--- src/core/pwr_monitor_cfg.svh ---
// constants for the supply switchover monitor
`ifndef PWR_MONITOR_CFG_SVH
`define PWR_MONITOR_CFG_SVH
`define PM_ADDR_W          8
`define PM_OFF_STATUS      8'h00
`define PM_OFF_MASK        8'h04
`define PM_OFF_CONTROL     8'h08
`define PM_OFF_LEVEL       8'h0C
`define PM_OFF_TIME        8'h10
`define PM_OFF_DOWN_STAMP  8'h14
`define PM_OFF_UP_STAMP    8'h18
`define PM_OFF_FLAGS       8'h1C
`define PM_ST_SWITCH_DOWN  0
`define PM_ST_SWITCH_UP    1
`define PM_ST_BROWNOUT     2
`define PM_ST_BATT_LOW     3
`define PM_ST_W            4
`define PM_CTL_TEMP_SENSE  0
`define PM_CTL_BACKUP_TEMP 1
`define PM_CTL_CLEAR_STAMP 2
`define PM_CTL_FREQ_BACKUP 3
`define PM_CTL_ALARM_BACKUP 4
`define PM_CTL_W           5
`define PM_CTL_RESET       5'h00
`define PM_MASK_RESET      4'h0
`define PM_LEVEL_W         3
`define PM_LEVEL_COUNT     6
`define PM_DEBOUNCE_US     400
`define PM_CLK_MHZ         10
`define PM_DEBOUNCE_CYC    ((`PM_DEBOUNCE_US) * (`PM_CLK_MHZ))
`define PM_RESP_OKAY       2'h0
`define PM_RESP_SLVERR     2'h2
`endif

--- src/core/pwr_monitor_pkg.sv ---
// types for the supply switchover monitor
package pwr_monitor_pkg;
   typedef enum logic {MODE_MAIN, MODE_BACKUP} supply_mode_t;
   typedef struct packed {
      logic belowBackupMinusHyst;
      logic belowTrip;
      logic aboveBackupPlusHyst;
      logic aboveTripPlusHyst;
   } switch_cmp_t;
   typedef struct packed {
      logic belowFirstLevel;
      logic belowSecondLevel;
   } batt_cmp_t;
   typedef struct packed {
      logic lowMainSupply;
      logic batteryBelowFirstLevel;
      logic batteryBelowSecondLevel;
      logic totalPowerFail;
   } pwr_flags_t;
endpackage

--- src/core/pwr_switchover_monitor.sv ---
// supply switchover, stamping and supply flags with an AXI4-Lite register file
//
// The implementer's own choices: the register offsets and the AXI4-Lite interface to the registers.
`timescale 1ns/100ps
`include "pwr_monitor_cfg.svh"
// Overview of operation
// - go to backup only when main below backup-minus-hysteresis and below trip
// - return to main when above backup-plus-hysteresis or above trip-plus-hysteresis
// - host interface refuses access while running on backup supply
// - other outputs and timekeeping stay active on backup unless disabled
// - stamp time on switch to backup and on switch back to main
// - keep earliest power-down stamp; overwrite power-up stamp each return
// - writing clear_stamps as one clears both stamps for a new capture
// - temperature compensation runs on backup only with backup_temp_sense_enable
// - set total power fail flag on start after loss of both supplies
// - six selectable brownout levels compared continuously against main supply
// - brownout below selected level sets low main supply flag
// - brownout leaves host interface running; only switchover disables it
// - battery flags: first level alone between levels, both below second
// - battery flags frozen while on backup supply
// - battery measurement runs on main supply while temp_sense_enable is set
module pwr_switchover_monitor #(
   parameter int DEBOUNCE_CYC = `PM_DEBOUNCE_CYC,
   parameter int TIME_W       = 32
) (
   // clock, reset, enable
   input  wire logic                               sys_clk,
   input  wire logic                               rst,
   input  wire logic                               clkEn,
   // analogue comparator results
   input  wire pwr_monitor_pkg::switch_cmp_t       switchCmp,
   input  wire logic [`PM_LEVEL_COUNT-1:0]          brownCmp,
   input  wire pwr_monitor_pkg::batt_cmp_t         battCmp,
   input  wire logic                               coldStart,
   // calendar time from the timekeeper
   input  wire logic [TIME_W-1:0]                  calTime,
   // enables to the rest of the chip
   output logic                                    backupMode,
   output logic                                    tempCompRun,
   output logic                                    battMeasure,
   output logic                                    freqOutEn,
   output logic                                    alarmEn,
   output logic                                    irq,
   // AXI4-Lite slave
   input  wire logic [`PM_ADDR_W-1:0]               awaddr,
   input  wire logic                               awvalid,
   output logic                                    awready,
   input  wire logic [31:0]                        wdata,
   input  wire logic [3:0]                         wstrb,
   input  wire logic                               wvalid,
   output logic                                    wready,
   output logic [1:0]                              bresp,
   output logic                                    bvalid,
   input  wire logic                               bready,
   input  wire logic [`PM_ADDR_W-1:0]               araddr,
   input  wire logic                               arvalid,
   output logic                                    arready,
   output logic [31:0]                             rdata,
   output logic [1:0]                              rresp,
   output logic                                    rvalid,
   input  wire logic                               rready
);
   localparam int CMP_W = 4 + `PM_LEVEL_COUNT + 2;

   logic [CMP_W-1:0]                cmpClean;
   pwr_monitor_pkg::switch_cmp_t    swc;
   logic [`PM_LEVEL_COUNT-1:0]       brc;
   pwr_monitor_pkg::batt_cmp_t      btc;
   pwr_monitor_pkg::supply_mode_t   mode_q;
   pwr_monitor_pkg::pwr_flags_t     flags_q;
   logic [`PM_ST_W-1:0]              status_q;
   logic [`PM_ST_W-1:0]              mask_q;
   logic [`PM_CTL_W-1:0]             ctl_q;
   logic [`PM_LEVEL_W-1:0]           level_q;
   logic [TIME_W-1:0]               downStamp_q;
   logic [TIME_W-1:0]               upStamp_q;
   logic                            downHeld_q;
   logic                            coldSeen_q;
   logic                            goBackup;
   logic                            goMain;
   logic                            brownNow;
   logic                            clearStamps;
   logic                            clearFail;
   logic [`PM_ADDR_W-1:0]            awAddr_q;
   logic                            awHave_q;
   logic [31:0]                     wData_q;
   logic [3:0]                      wStrb_q;
   logic                            wHave_q;
   logic                            doWrite;
   logic                            hostOn;
   logic                            stampDown;
   logic                            stampUp;

   cmp_debounce #(
      .WIDTH  (CMP_W),
      .STABLE (DEBOUNCE_CYC)
   ) u_debounce (
      .sysClk   (sys_clk),
      .rst      (rst),
      .clkEn    (clkEn),
      .rawIn    ({switchCmp, brownCmp, battCmp}),
      .cleanOut (cmpClean)
   );

   assign swc = pwr_monitor_pkg::switch_cmp_t'(cmpClean[CMP_W-1 -: 4]);
   assign brc = cmpClean[2 +: `PM_LEVEL_COUNT];
   assign btc = pwr_monitor_pkg::batt_cmp_t'(cmpClean[1:0]);

   assign goBackup = swc.belowBackupMinusHyst && swc.belowTrip;
   assign goMain   = swc.aboveBackupPlusHyst || swc.aboveTripPlusHyst;
   // the bus keeps answering on backup, with SLVERR, so the host never hangs
   assign hostOn   = (mode_q == pwr_monitor_pkg::MODE_MAIN);

   // a clear meeting a fresh switch-down still keeps the new stamp
   assign stampDown = (mode_q == pwr_monitor_pkg::MODE_MAIN) && goBackup && (!downHeld_q || clearStamps);
   assign stampUp   = (mode_q == pwr_monitor_pkg::MODE_BACKUP) && goMain;

   // selected brownout level; codes beyond the sixth fall back to the last
   always_comb begin
      if (level_q < `PM_LEVEL_W'(`PM_LEVEL_COUNT)) begin
         brownNow = brc[level_q];
      end else begin
         brownNow = brc[`PM_LEVEL_COUNT-1];
      end
   end

   // supply mode state machine
   always_ff @(posedge sys_clk) begin
      if (rst) begin
         mode_q <= pwr_monitor_pkg::MODE_MAIN;
      end else if (clkEn) begin
         case (mode_q)
            pwr_monitor_pkg::MODE_MAIN: begin
               if (goBackup) begin
                  mode_q <= pwr_monitor_pkg::MODE_BACKUP;
               end
            end
            pwr_monitor_pkg::MODE_BACKUP: begin
               if (goMain) begin
                  mode_q <= pwr_monitor_pkg::MODE_MAIN;
               end
            end
            default: mode_q <= pwr_monitor_pkg::MODE_MAIN;
         endcase
      end
   end

   // switchover stamps
   always_ff @(posedge sys_clk) begin
      if (rst) begin
         downStamp_q <= '0;
         upStamp_q   <= '0;
         downHeld_q  <= 1'b0;
      end else if (clkEn) begin
         if (stampDown) begin
            downStamp_q <= calTime;
            downHeld_q  <= 1'b1;
         end else if (clearStamps) begin
            downStamp_q <= '0;
            downHeld_q  <= 1'b0;
         end
         if (stampUp) begin
            upStamp_q <= calTime;
         end else if (clearStamps) begin
            upStamp_q <= '0;
         end
      end
   end

   // supply flags; battery flags update only on main with a measurement running
   always_ff @(posedge sys_clk) begin
      if (rst) begin
         flags_q    <= '0;
         coldSeen_q <= 1'b0;
      end else if (clkEn) begin
         // coldStart is looked at once, on the first enabled edge after reset
         coldSeen_q <= 1'b1;
         if (!coldSeen_q && coldStart) begin
            flags_q.totalPowerFail <= 1'b1;
         end else if (clearFail) begin
            flags_q.totalPowerFail <= 1'b0;
         end
         flags_q.lowMainSupply <= brownNow;
         if (hostOn && ctl_q[`PM_CTL_TEMP_SENSE]) begin
            flags_q.batteryBelowFirstLevel  <= btc.belowFirstLevel || btc.belowSecondLevel;
            flags_q.batteryBelowSecondLevel <= btc.belowSecondLevel;
         end
      end
   end

   // function enables for the rest of the chip
   // enables follow the mode one cycle late, in step with backupMode
   always_ff @(posedge sys_clk) begin
      if (rst) begin
         backupMode  <= 1'b0;
         tempCompRun <= 1'b0;
         battMeasure <= 1'b0;
         freqOutEn   <= 1'b1;
         alarmEn     <= 1'b1;
      end else if (clkEn) begin
         backupMode  <= !hostOn;
         tempCompRun <= ctl_q[`PM_CTL_TEMP_SENSE] && (hostOn || ctl_q[`PM_CTL_BACKUP_TEMP]);
         battMeasure <= ctl_q[`PM_CTL_TEMP_SENSE] && hostOn;
         freqOutEn   <= hostOn || !ctl_q[`PM_CTL_FREQ_BACKUP];
         alarmEn     <= hostOn || !ctl_q[`PM_CTL_ALARM_BACKUP];
      end
   end

   // sticky events, set wins over write-one clear
   logic [`PM_ST_W-1:0] evt;
   logic [`PM_ST_W-1:0] w1c;
   always_comb begin
      evt = '0;
      evt[`PM_ST_SWITCH_DOWN] = (mode_q == pwr_monitor_pkg::MODE_MAIN) && goBackup;
      evt[`PM_ST_SWITCH_UP]   = stampUp;
      evt[`PM_ST_BROWNOUT]    = brownNow && !flags_q.lowMainSupply;
      evt[`PM_ST_BATT_LOW]    = hostOn && ctl_q[`PM_CTL_TEMP_SENSE] && btc.belowFirstLevel
                                && !flags_q.batteryBelowFirstLevel;
      w1c = '0;
      if (doWrite && hostOn && awAddr_q == `PM_OFF_STATUS && wStrb_q[0]) begin
         w1c = wData_q[`PM_ST_W-1:0];
      end
   end

   // irq follows the next status value, so it lags by no extra cycle
   always_ff @(posedge sys_clk) begin
      if (rst) begin
         status_q <= '0;
         irq      <= 1'b0;
      end else if (clkEn) begin
         status_q <= (status_q & ~w1c) | evt;
         irq      <= |(((status_q & ~w1c) | evt) & mask_q);
      end
   end

   // write channel capture; either order of address and data
   assign doWrite = awHave_q && wHave_q && !bvalid;

   always_ff @(posedge sys_clk) begin
      if (rst) begin
         awHave_q <= 1'b0;
         wHave_q  <= 1'b0;
         awAddr_q <= '0;
         wData_q  <= '0;
         wStrb_q  <= '0;
         awready  <= 1'b0;
         wready   <= 1'b0;
         bvalid   <= 1'b0;
         bresp    <= `PM_RESP_OKAY;
      end else if (clkEn) begin
         // ready is a one-cycle pulse so a held valid is taken only once
         awready <= !awHave_q && !awready;
         wready  <= !wHave_q && !wready;
         if (awvalid && awready) begin
            awHave_q <= 1'b1;
            awAddr_q <= awaddr;
            awready  <= 1'b0;
         end
         if (wvalid && wready) begin
            wHave_q <= 1'b1;
            wData_q <= wdata;
            wStrb_q <= wstrb;
            wready  <= 1'b0;
         end
         if (doWrite) begin
            awHave_q <= 1'b0;
            wHave_q  <= 1'b0;
            bvalid   <= 1'b1;
            bresp    <= hostOn ? `PM_RESP_OKAY : `PM_RESP_SLVERR;
         end else if (bvalid && bready) begin
            bvalid <= 1'b0;
         end
      end
   end

   assign clearStamps = doWrite && hostOn && awAddr_q == `PM_OFF_CONTROL && wStrb_q[0]
                        && wData_q[`PM_CTL_CLEAR_STAMP];
   assign clearFail   = doWrite && hostOn && awAddr_q == `PM_OFF_FLAGS && wStrb_q[0] && !wData_q[0];

   // writable registers; refused while on backup supply
   always_ff @(posedge sys_clk) begin
      if (rst) begin
         ctl_q   <= `PM_CTL_RESET;
         mask_q  <= `PM_MASK_RESET;
         level_q <= '0;
      end else if (clkEn && doWrite && hostOn && wStrb_q[0]) begin
         case (awAddr_q)
            `PM_OFF_MASK:    mask_q  <= wData_q[`PM_ST_W-1:0];
            `PM_OFF_CONTROL: begin
               // clear_stamps acts as a strobe and is never stored
               ctl_q <= wData_q[`PM_CTL_W-1:0];
               ctl_q[`PM_CTL_CLEAR_STAMP] <= 1'b0;
            end
            `PM_OFF_LEVEL:   level_q <= wData_q[`PM_LEVEL_W-1:0];
            default: ;
         endcase
      end
   end

   // read channel
   logic [31:0] rdMux;
   logic        rdHit;
   // araddr holds until taken, so the mux reads it directly
   always_comb begin
      rdMux = 32'h0000_0000;
      rdHit = 1'b1;
      case (araddr)
         `PM_OFF_STATUS:     rdMux[`PM_ST_W-1:0]    = status_q;
         `PM_OFF_MASK:       rdMux[`PM_ST_W-1:0]    = mask_q;
         `PM_OFF_CONTROL:    rdMux[`PM_CTL_W-1:0]   = ctl_q;
         `PM_OFF_LEVEL:      rdMux[`PM_LEVEL_W-1:0] = level_q;
         `PM_OFF_TIME:       rdMux[TIME_W-1:0]      = calTime;
         `PM_OFF_DOWN_STAMP: rdMux[TIME_W-1:0]      = downStamp_q;
         `PM_OFF_UP_STAMP:   rdMux[TIME_W-1:0]      = upStamp_q;
         `PM_OFF_FLAGS:      rdMux[4:0] = {!hostOn, flags_q};
         default:            rdHit = 1'b0;
      endcase
   end

   always_ff @(posedge sys_clk) begin
      if (rst) begin
         arready <= 1'b0;
         rvalid  <= 1'b0;
         rdata   <= 32'h0000_0000;
         rresp   <= `PM_RESP_OKAY;
      end else if (clkEn) begin
         arready <= !rvalid && !arready;
         if (arvalid && arready) begin
            arready <= 1'b0;
            rvalid  <= 1'b1;
            if (!hostOn) begin
               rdata <= 32'h0000_0000;
               rresp <= `PM_RESP_SLVERR;
            end else begin
               rdata <= rdMux;
               rresp <= rdHit ? `PM_RESP_OKAY : `PM_RESP_SLVERR;
            end
         end else if (rvalid && rready) begin
            rvalid <= 1'b0;
         end
      end
   end
endmodule

--- src/core/cmp_debounce.sv ---
// synchroniser and debouncer for comparator results
`timescale 1ns/100ps
`include "pwr_monitor_cfg.svh"
module cmp_debounce #(
   parameter int WIDTH  = 8,
   parameter int STABLE = `PM_DEBOUNCE_CYC
) (
   // clock and reset
   input  wire logic             sysClk,
   input  wire logic             rst,
   input  wire logic             clkEn,
   // raw and filtered levels
   input  wire logic [WIDTH-1:0] rawIn,
   output logic      [WIDTH-1:0] cleanOut
);
   localparam int CW = $clog2(STABLE + 1);
   genvar i;
   generate
      for (i = 0; i < WIDTH; i++) begin : g_bit
         logic          meta_q;
         logic          sync_q;
         logic [CW-1:0] cnt_q;
         logic          out_q;
         always_ff @(posedge sysClk) begin
            if (rst) begin
               meta_q <= 1'b0;
               sync_q <= 1'b0;
               cnt_q  <= '0;
               out_q  <= 1'b0;
            end else if (clkEn) begin
               meta_q <= rawIn[i];
               sync_q <= meta_q;
               if (sync_q == out_q) begin
                  cnt_q <= '0;
               end else if (cnt_q == CW'(STABLE - 1)) begin
                  cnt_q <= '0;
                  out_q <= sync_q;
               end else begin
                  cnt_q <= cnt_q + 1'b1;
               end
            end
         end
         assign cleanOut[i] = out_q;
      end
   endgenerate
endmodule

--- config.mk ---
export PLATFORM = sky130hd
export DESIGN_NAME = pwr_switchover_monitor
export DESIGN_NICKNAME = d
export VERILOG_FILES = /design/src/core/pwr_monitor_pkg.sv /design/src/core/pwr_switchover_monitor.sv /design/src/core/cmp_debounce.sv
export VERILOG_INCLUDE_DIRS = /design/src /design/src/core
export SDC_FILE = /design/constraint.sdc
export NUM_CORES = 1
export LEC_CHECK = 0
export BUFFER_PORTS_ARGS = -buffer_cell sky130_fd_sc_hd__buf_4
export CAP_MARGIN = 10
export CORE_MARGIN = 2
export CORE_UTILIZATION = 63
export DETAILED_ROUTE_END_ITERATION = 6
export GPL_ROUTABILITY_DRIVEN = 1
export PLACE_DENSITY = 0.85
export SLEW_MARGIN = 10
export SYNTH_ARGS = -nofsm -noshare
export SYNTH_HDL_FRONTEND = slang
export SYNTH_SLANG_ARGS = --single-unit
--- constraint.sdc ---
create_clock -name sys_clk -period 4.05 [get_ports sys_clk]
set_input_delay 0.6075 -clock sys_clk [delete_from_list [all_inputs] [get_ports sys_clk]]
set_output_delay 0.6075 -clock sys_clk [all_outputs]
set_load 0.01 [all_outputs]
# [Word level (Yosys, flattened, before mapping)]
# Cells that the tools add are included.
[word_totals] out_inout_bits=47 register_bits=329
[classes] mux=58 n_addsub=12 n_lt_le_gt_ge=2 bitwise=17 n_reduce_logical=90 eq_ne=35
[ops] op="$mux 12" n=24
[ops] op="$add 12x1->12 const B" n=12
[ops] op="$eq 12x12->1 const B" n=12
[ops] op="$mux 32" n=4
[ops] op="$pmux 27 s3" n=1
[ops] op="$eq 8x5->1 const B" n=5
[ops] op="$reduce_and 3->1" n=12
[ops] op="$eq 8x4->1 const B" n=4
[ops] op="$logic_and 1x1->1" n=32
[ops] op="$reduce_and 2->1" n=15
[ops] op="$pmux 3 s8" n=1
[ops] op="$mux 1" n=20
[ops] op="$eq 8x3->1 const B" n=2
[ops] op="$logic_not 8->1" n=2
[ops] op="$logic_not 1->1" n=14
[ops] op="$reduce_bool 2->1" n=7
[ops] op="$not 1->1" n=13
[ops] op="$eq 1x1->1" n=12
[ops] op="$and 4x4->4" n=2
[ops] op="$reduce_or 8->1" n=1
[ops] op="$pmux 1 s7" n=1
[ops] op="$logic_or 1x1->1" n=6
[ops] op="$mux 2" n=3
[ops] op="$lt 3x4->1 const B" n=1
[ops] op="8 further kinds" n=8

# [Logic depth before layout (Yosys ltp)]
[logic_depth] word_depth=11 mapped_depth=8

# [Modules after synthesis]
# From an unflattened synthesis, not the netlist that was laid out.
[unflattened] hier_cells=1779 area_unflattened_um2=15586.2
[modules_own_cells] module="cmp_debounce" area_per_inst_um2=9499.1 cells_each=1145 instances=1
[modules_own_cells] module="pwr_switchover_monitor" area_per_inst_um2=6087.1 cells_each=634 instances=1

# [Worst setup path before layout]
# Ideal clock, no wire load.
[synth_path] kind="input to register" start="in araddr[1]" end="reg rdata[11]" required_ns=3.976 setup_slack_ns=1.927 t_arrival_ns=2.048 path_buffers=1 path_stages=6 cell_sequence="nor4_1 nand3b_1 nor2_1 clkbuf_1 a22oi_1 o21ai_0"
[synth_between] elab_chain_cells=3 elab_cells_between_ends=5 cone_classes="eq/ne (3); mux (2)"
[synth_rtl] item="start: declaration" line_no="pwr_switchover_monitor.sv:55" rtl="input wire logic [`PM_ADDR_W-1:0] araddr,"
[synth_rtl] item="$eq 8x5->1" line_no="pwr_switchover_monitor.sv:307" rtl="case (araddr)"
[synth_rtl] item="$pmux 27 s3 (*)" line_no="pwr_switchover_monitor.sv:307"
[synth_rtl] item="$mux 32 (*)" line_no="pwr_switchover_monitor.sv:331" rtl="if (!hostOn) begin"
[synth_rtl] item="end signal: assignment" line_no="pwr_switchover_monitor.sv:335" rtl="rdata <= rdMux;"
[synth_rtl] item="end: declaration" line_no="pwr_switchover_monitor.sv:58" rtl="output logic [31:0] rdata,"
# Mark *: on every way between the ends. The rest lies on a longest branch, timed or not.
# A chain may end at the register's enable or synchronous reset.

# [Worst setup path after layout]
[layout_path] start="reg mode_q" end="reg upStamp_q[2]"
[layout_between] elab_chain_cells=7 elab_cells_between_ends=9 cone_classes="mux (1); bitwise (1); reduce/logical (7)"
[layout_rtl] item="start: declaration" line_no="pwr_switchover_monitor.sv:69" rtl="pwr_monitor_pkg::supply_mode_t mode_q;"
[layout_rtl] item="start signal: assignment" line_no="pwr_switchover_monitor.sv:130" rtl="mode_q <= pwr_monitor_pkg::MODE_MAIN;"
[layout_rtl] item="start signal: assignment" line_no="pwr_switchover_monitor.sv:135" rtl="mode_q <= pwr_monitor_pkg::MODE_BACKUP;"
[layout_rtl] item="start signal: assignment" line_no="pwr_switchover_monitor.sv:140" rtl="mode_q <= pwr_monitor_pkg::MODE_MAIN;"
[layout_rtl] item="$not 1->1"
[layout_rtl] item="$logic_and 1x1->1" line_no="pwr_switchover_monitor.sv:276" rtl="assign clearStamps = doWrite && hostOn && awAddr_q == `PM_OFF_CONTROL && wStrb_q[0]"
[layout_rtl] item="$logic_and 1x1->1 (no source line)"
[layout_rtl] item="$logic_and 1x1->1 (2 in series)" line_no="pwr_switchover_monitor.sv:276"
[layout_rtl] item="$reduce_bool 2->1 (no source line)"
[layout_rtl] item="$reduce_and 2->1 (no source line)"
[layout_rtl] item="end signal: assignment" line_no="pwr_switchover_monitor.sv:163" rtl="upStamp_q <= calTime;"
[layout_rtl] item="end: declaration" line_no="pwr_switchover_monitor.sv:76" rtl="logic [TIME_W-1:0] upStamp_q;"
# Several ways; a longest one is shown, not always the timed one.

==> run summary <==
Peak VDD IR -> 0.3478 mV
Post-route cell area -> 16390 um2
Cells after Synth -> 1658
Vias in the first global route -> 12210
Final core utilization -> 72.82%
Sequential power share -> 49.6%
FFs w/ async S/R, synth -> 0%
Initial DRC count -> 1245
Max Freq -> 372.8 MHz
Dpl cell area -> 15310 um2
Die Wd -> 154.7 um
Leak Pwr -> 5.852 nW
Buf/Inv on CP -> 0
Pwr Total -> 6.584 mW
Hold Path Class -> primary input to flop
Layout Cells excl Fill -> 2040
Yosys Warn Count -> 0
Vias per inst -> 6.263
Critical path class -> flop to flop
Initial antenna violation count -> 0
Cell taking the most area after synthesis -> dfxtp_1
Area of the die -> 23940 um2
Internal -> 5.123 mW
Placed cells -> 1981
RSZ-0062 raised after global routing -> false
WHS -> 0.3264 ns
Detailed placer's ending HPWL -> 22030 um
Crit. End Element -> flop
Routed len/inst -> 17.21 um
Clock tree buffer depth -> 3
Crit path DAT -> 3.06 ns
#FFs+latches synth -> 327
Net Sw Frac -> 22.19%
GRT overflow -> 0
Clk pwr share -> 46.0%
Violated checks -> DRC
Diodes inserted -> 0
Post-CTS sizing -> 0
Synth top area share -> 45.74%
Post-Route Skew -> 0.02130 ns
Worst-Margin Slew -> 1.166 ns
CTS tree -> yes
Comb pwr share -> 4.4%
Post-synth EDFFs -> 0
I/O Pins -> 152
Routed via count -> 12780
Drt total wl -> 35120 um
Main synth FF type -> dfxtp_1
PwrDens -> 401.8 nW/um2
Core Rows -> 55
Switching pwr -> 1.461 mW
Core box area -> 22500 um2
Final Setup Violations -> 0
Crit path max-delay family -> simple AND/OR/NAND/NOR gates
Post-DRT Antenna Nets -> 0
Root Buffer -> clkbuf_16
Sum of negative setup slack -> 0 ns
DRC violations left -> 1
Outcome -> complete, but fails checks
Worst skew pair latency -> 0.51 ns
Crit-path slowest cell -> nor4_4
Post-CTS Setup Bufs -> 0
Worst-path clk slew -> 0.06 ns
Fin. max-slew vios -> 0
Register area share after synthesis -> 45.74%
Avg Inst Size Synth -> 8.632 um2
Period utilization -> 66.24%
Pin count of the biggest net entering global routing -> 93
Clock period minus worst slack -> 2.683 ns
Layout cells sized above 1 -> 11.74%
WP data required -> 4.42 ns
Largest cells by area after synthesis -> dfxtp_1, nor2_1, a22oi_1
Hold Buf Count CTS -> 0
Area growth, synth to finish -> 14.49%
First-pass GRT wire length -> 57500 um
Filler cell count -> 1663
Pre-CTS WS -> 1.005 ns
RePlAce Congestion -> 0.8620
CP Cell Sequence -> nand2b_1 > nor4_4 > a41oi_4 > a22oi_1 > nor2_1
Final nets -> 1851
Initial Utilization -> 63.60%
Cell Area, Synth -> 14310 um2
DRT Pass-1 Iters -> 7
Yosys cell types -> 65
Worst setup margin -> 1.367 ns
GR Util All Layers -> 28.50%
TritonCTS Buffers -> 35
Rel. slew slack -> 22.05%
Number of max-cap violations -> 0
Final hold vios -> 0
Port Buffers -> 119
CP Max Fanout -> 32
CP max stage delay -> 0.65 ns
Sink Count -> 327
Die height -> 154.7 um
H-tree Lvls -> 2
Critical Path Start Type -> flop
[cells in the mapped netlist (20+ instances only)]
cell type,n
dfxtp_1,327
nor2_1,231
nand2_1,129
a21oi_1,115
a22oi_1,95
nand3_1,88
clkbuf_1,72
o21ai_0,67
mux2i_1,60
nor3_1,51
xor2_1,48
xnor2_1,41
nand4_1,34
o211ai_1,33
and3_1,21
nor4_1,20
[metal layers]
metal	GRT usage [%]	share of wire, %	up-vias
met3	4.511	6.6	86
met5	0	0	-
met2	49.17	48	455
li1	-	-	6159
met4	10.32	2.8	0
met1	36.23	42	6076
[sequential cells by signal (all words and copies together) (netlist names), 8 cells and up]
signal / cells
u_debounce.g_bit.cnt_q: 144
downStamp_q: 32
rdata: 32
upStamp_q: 32
u_debounce.g_bit.meta_q: 12
u_debounce.g_bit.out_q: 12
u_debounce.g_bit.sync_q: 12
awAddr_q: 8
[final cells by class]
class                   instances  area, um2  area share [%]
clock buffers                  51      996.0           6.078
clock inverters                 7      75.07          0.4581
inverters                      18      67.56          0.4123
multi-input cells            1216       7311           44.61
flip-flops and latches        327       6546           39.95
well taps                     285      356.6           2.176
repair buffers                136       1035           6.314
[worst register-to-register path: stages (launching register included)]
cell      delay, ns
dfxtp_1        0.53
nand2b_1       0.29
nor4_4         0.65
a41oi_4        0.61
a22oi_1        0.39
nor2_1         0.08
[layout by cell type (no fill, tap or decap), types with 4 or more instances in the layout]
master,instances
dfxtp_1,327
nor2_1,230
buf_4,133
nand2_1,129
a21oi_1,115
a22oi_1,95
nand3_1,88
o21ai_0,67
mux2i_1,60
nor3_1,51
xor2_1,48
xnor2_1,41
clkbuf_16,35
nand4_1,34
o211ai_1,33
and3_1,21
nor4_1,20
a31oi_1,18
nand2b_1,17
inv_1,17
a311oi_1,12
nand4b_1,12
ha_1,12
clkbuf_1,10
or3_1,9
nor2b_1,7
a41oi_1,7
nor3b_1,6
a211oi_1,6
clkbuf_8,6
o21a_1,5
o211a_1,5
or2_2,5
a22o_1,5
and4_1,4
[final timing paths]
path	startpoint	end	slack (ns)	depth (start not counted)
setup reg to reg	mode_q	upStamp_q[2]	1.37	5
hold / removal	wdata[4]	wData_q[4]	0.33	3
hold reg to reg	awAddr_q[7]	awAddr_q[7]	0.46	2
setup / recovery	mode_q	upStamp_q[2]	1.37	5
[power by group through the flow]
stage | clock network (mW) | logic (mW) | registers, mW
2_1_floorplan | 0 | 0.168 | 3.33
3_3_place_gp | 0 | 0.279 | 3.34
3_5_place_dp | 0 | 0.285 | 3.34
4_1_cts | 3.06 | 0.287 | 3.27
5_1_grt | 3.19 | 0.314 | 3.27
6_report | 3.03 | 0.289 | 3.27
[logic make-up after synthesis]
kind of cell / share of synthesized area (%)
and+or+nand+nor: 21.78
xor gates and xnor gates: 5.446
adders and majority gates: 1.049
muxes: 4.826
other: 0.02620
DFF: 45.74
buffers and inverters: 3.270
AOI/OAI and AO/OA: 17.86
Note: power is estimated with default switching activity, not from simulation.
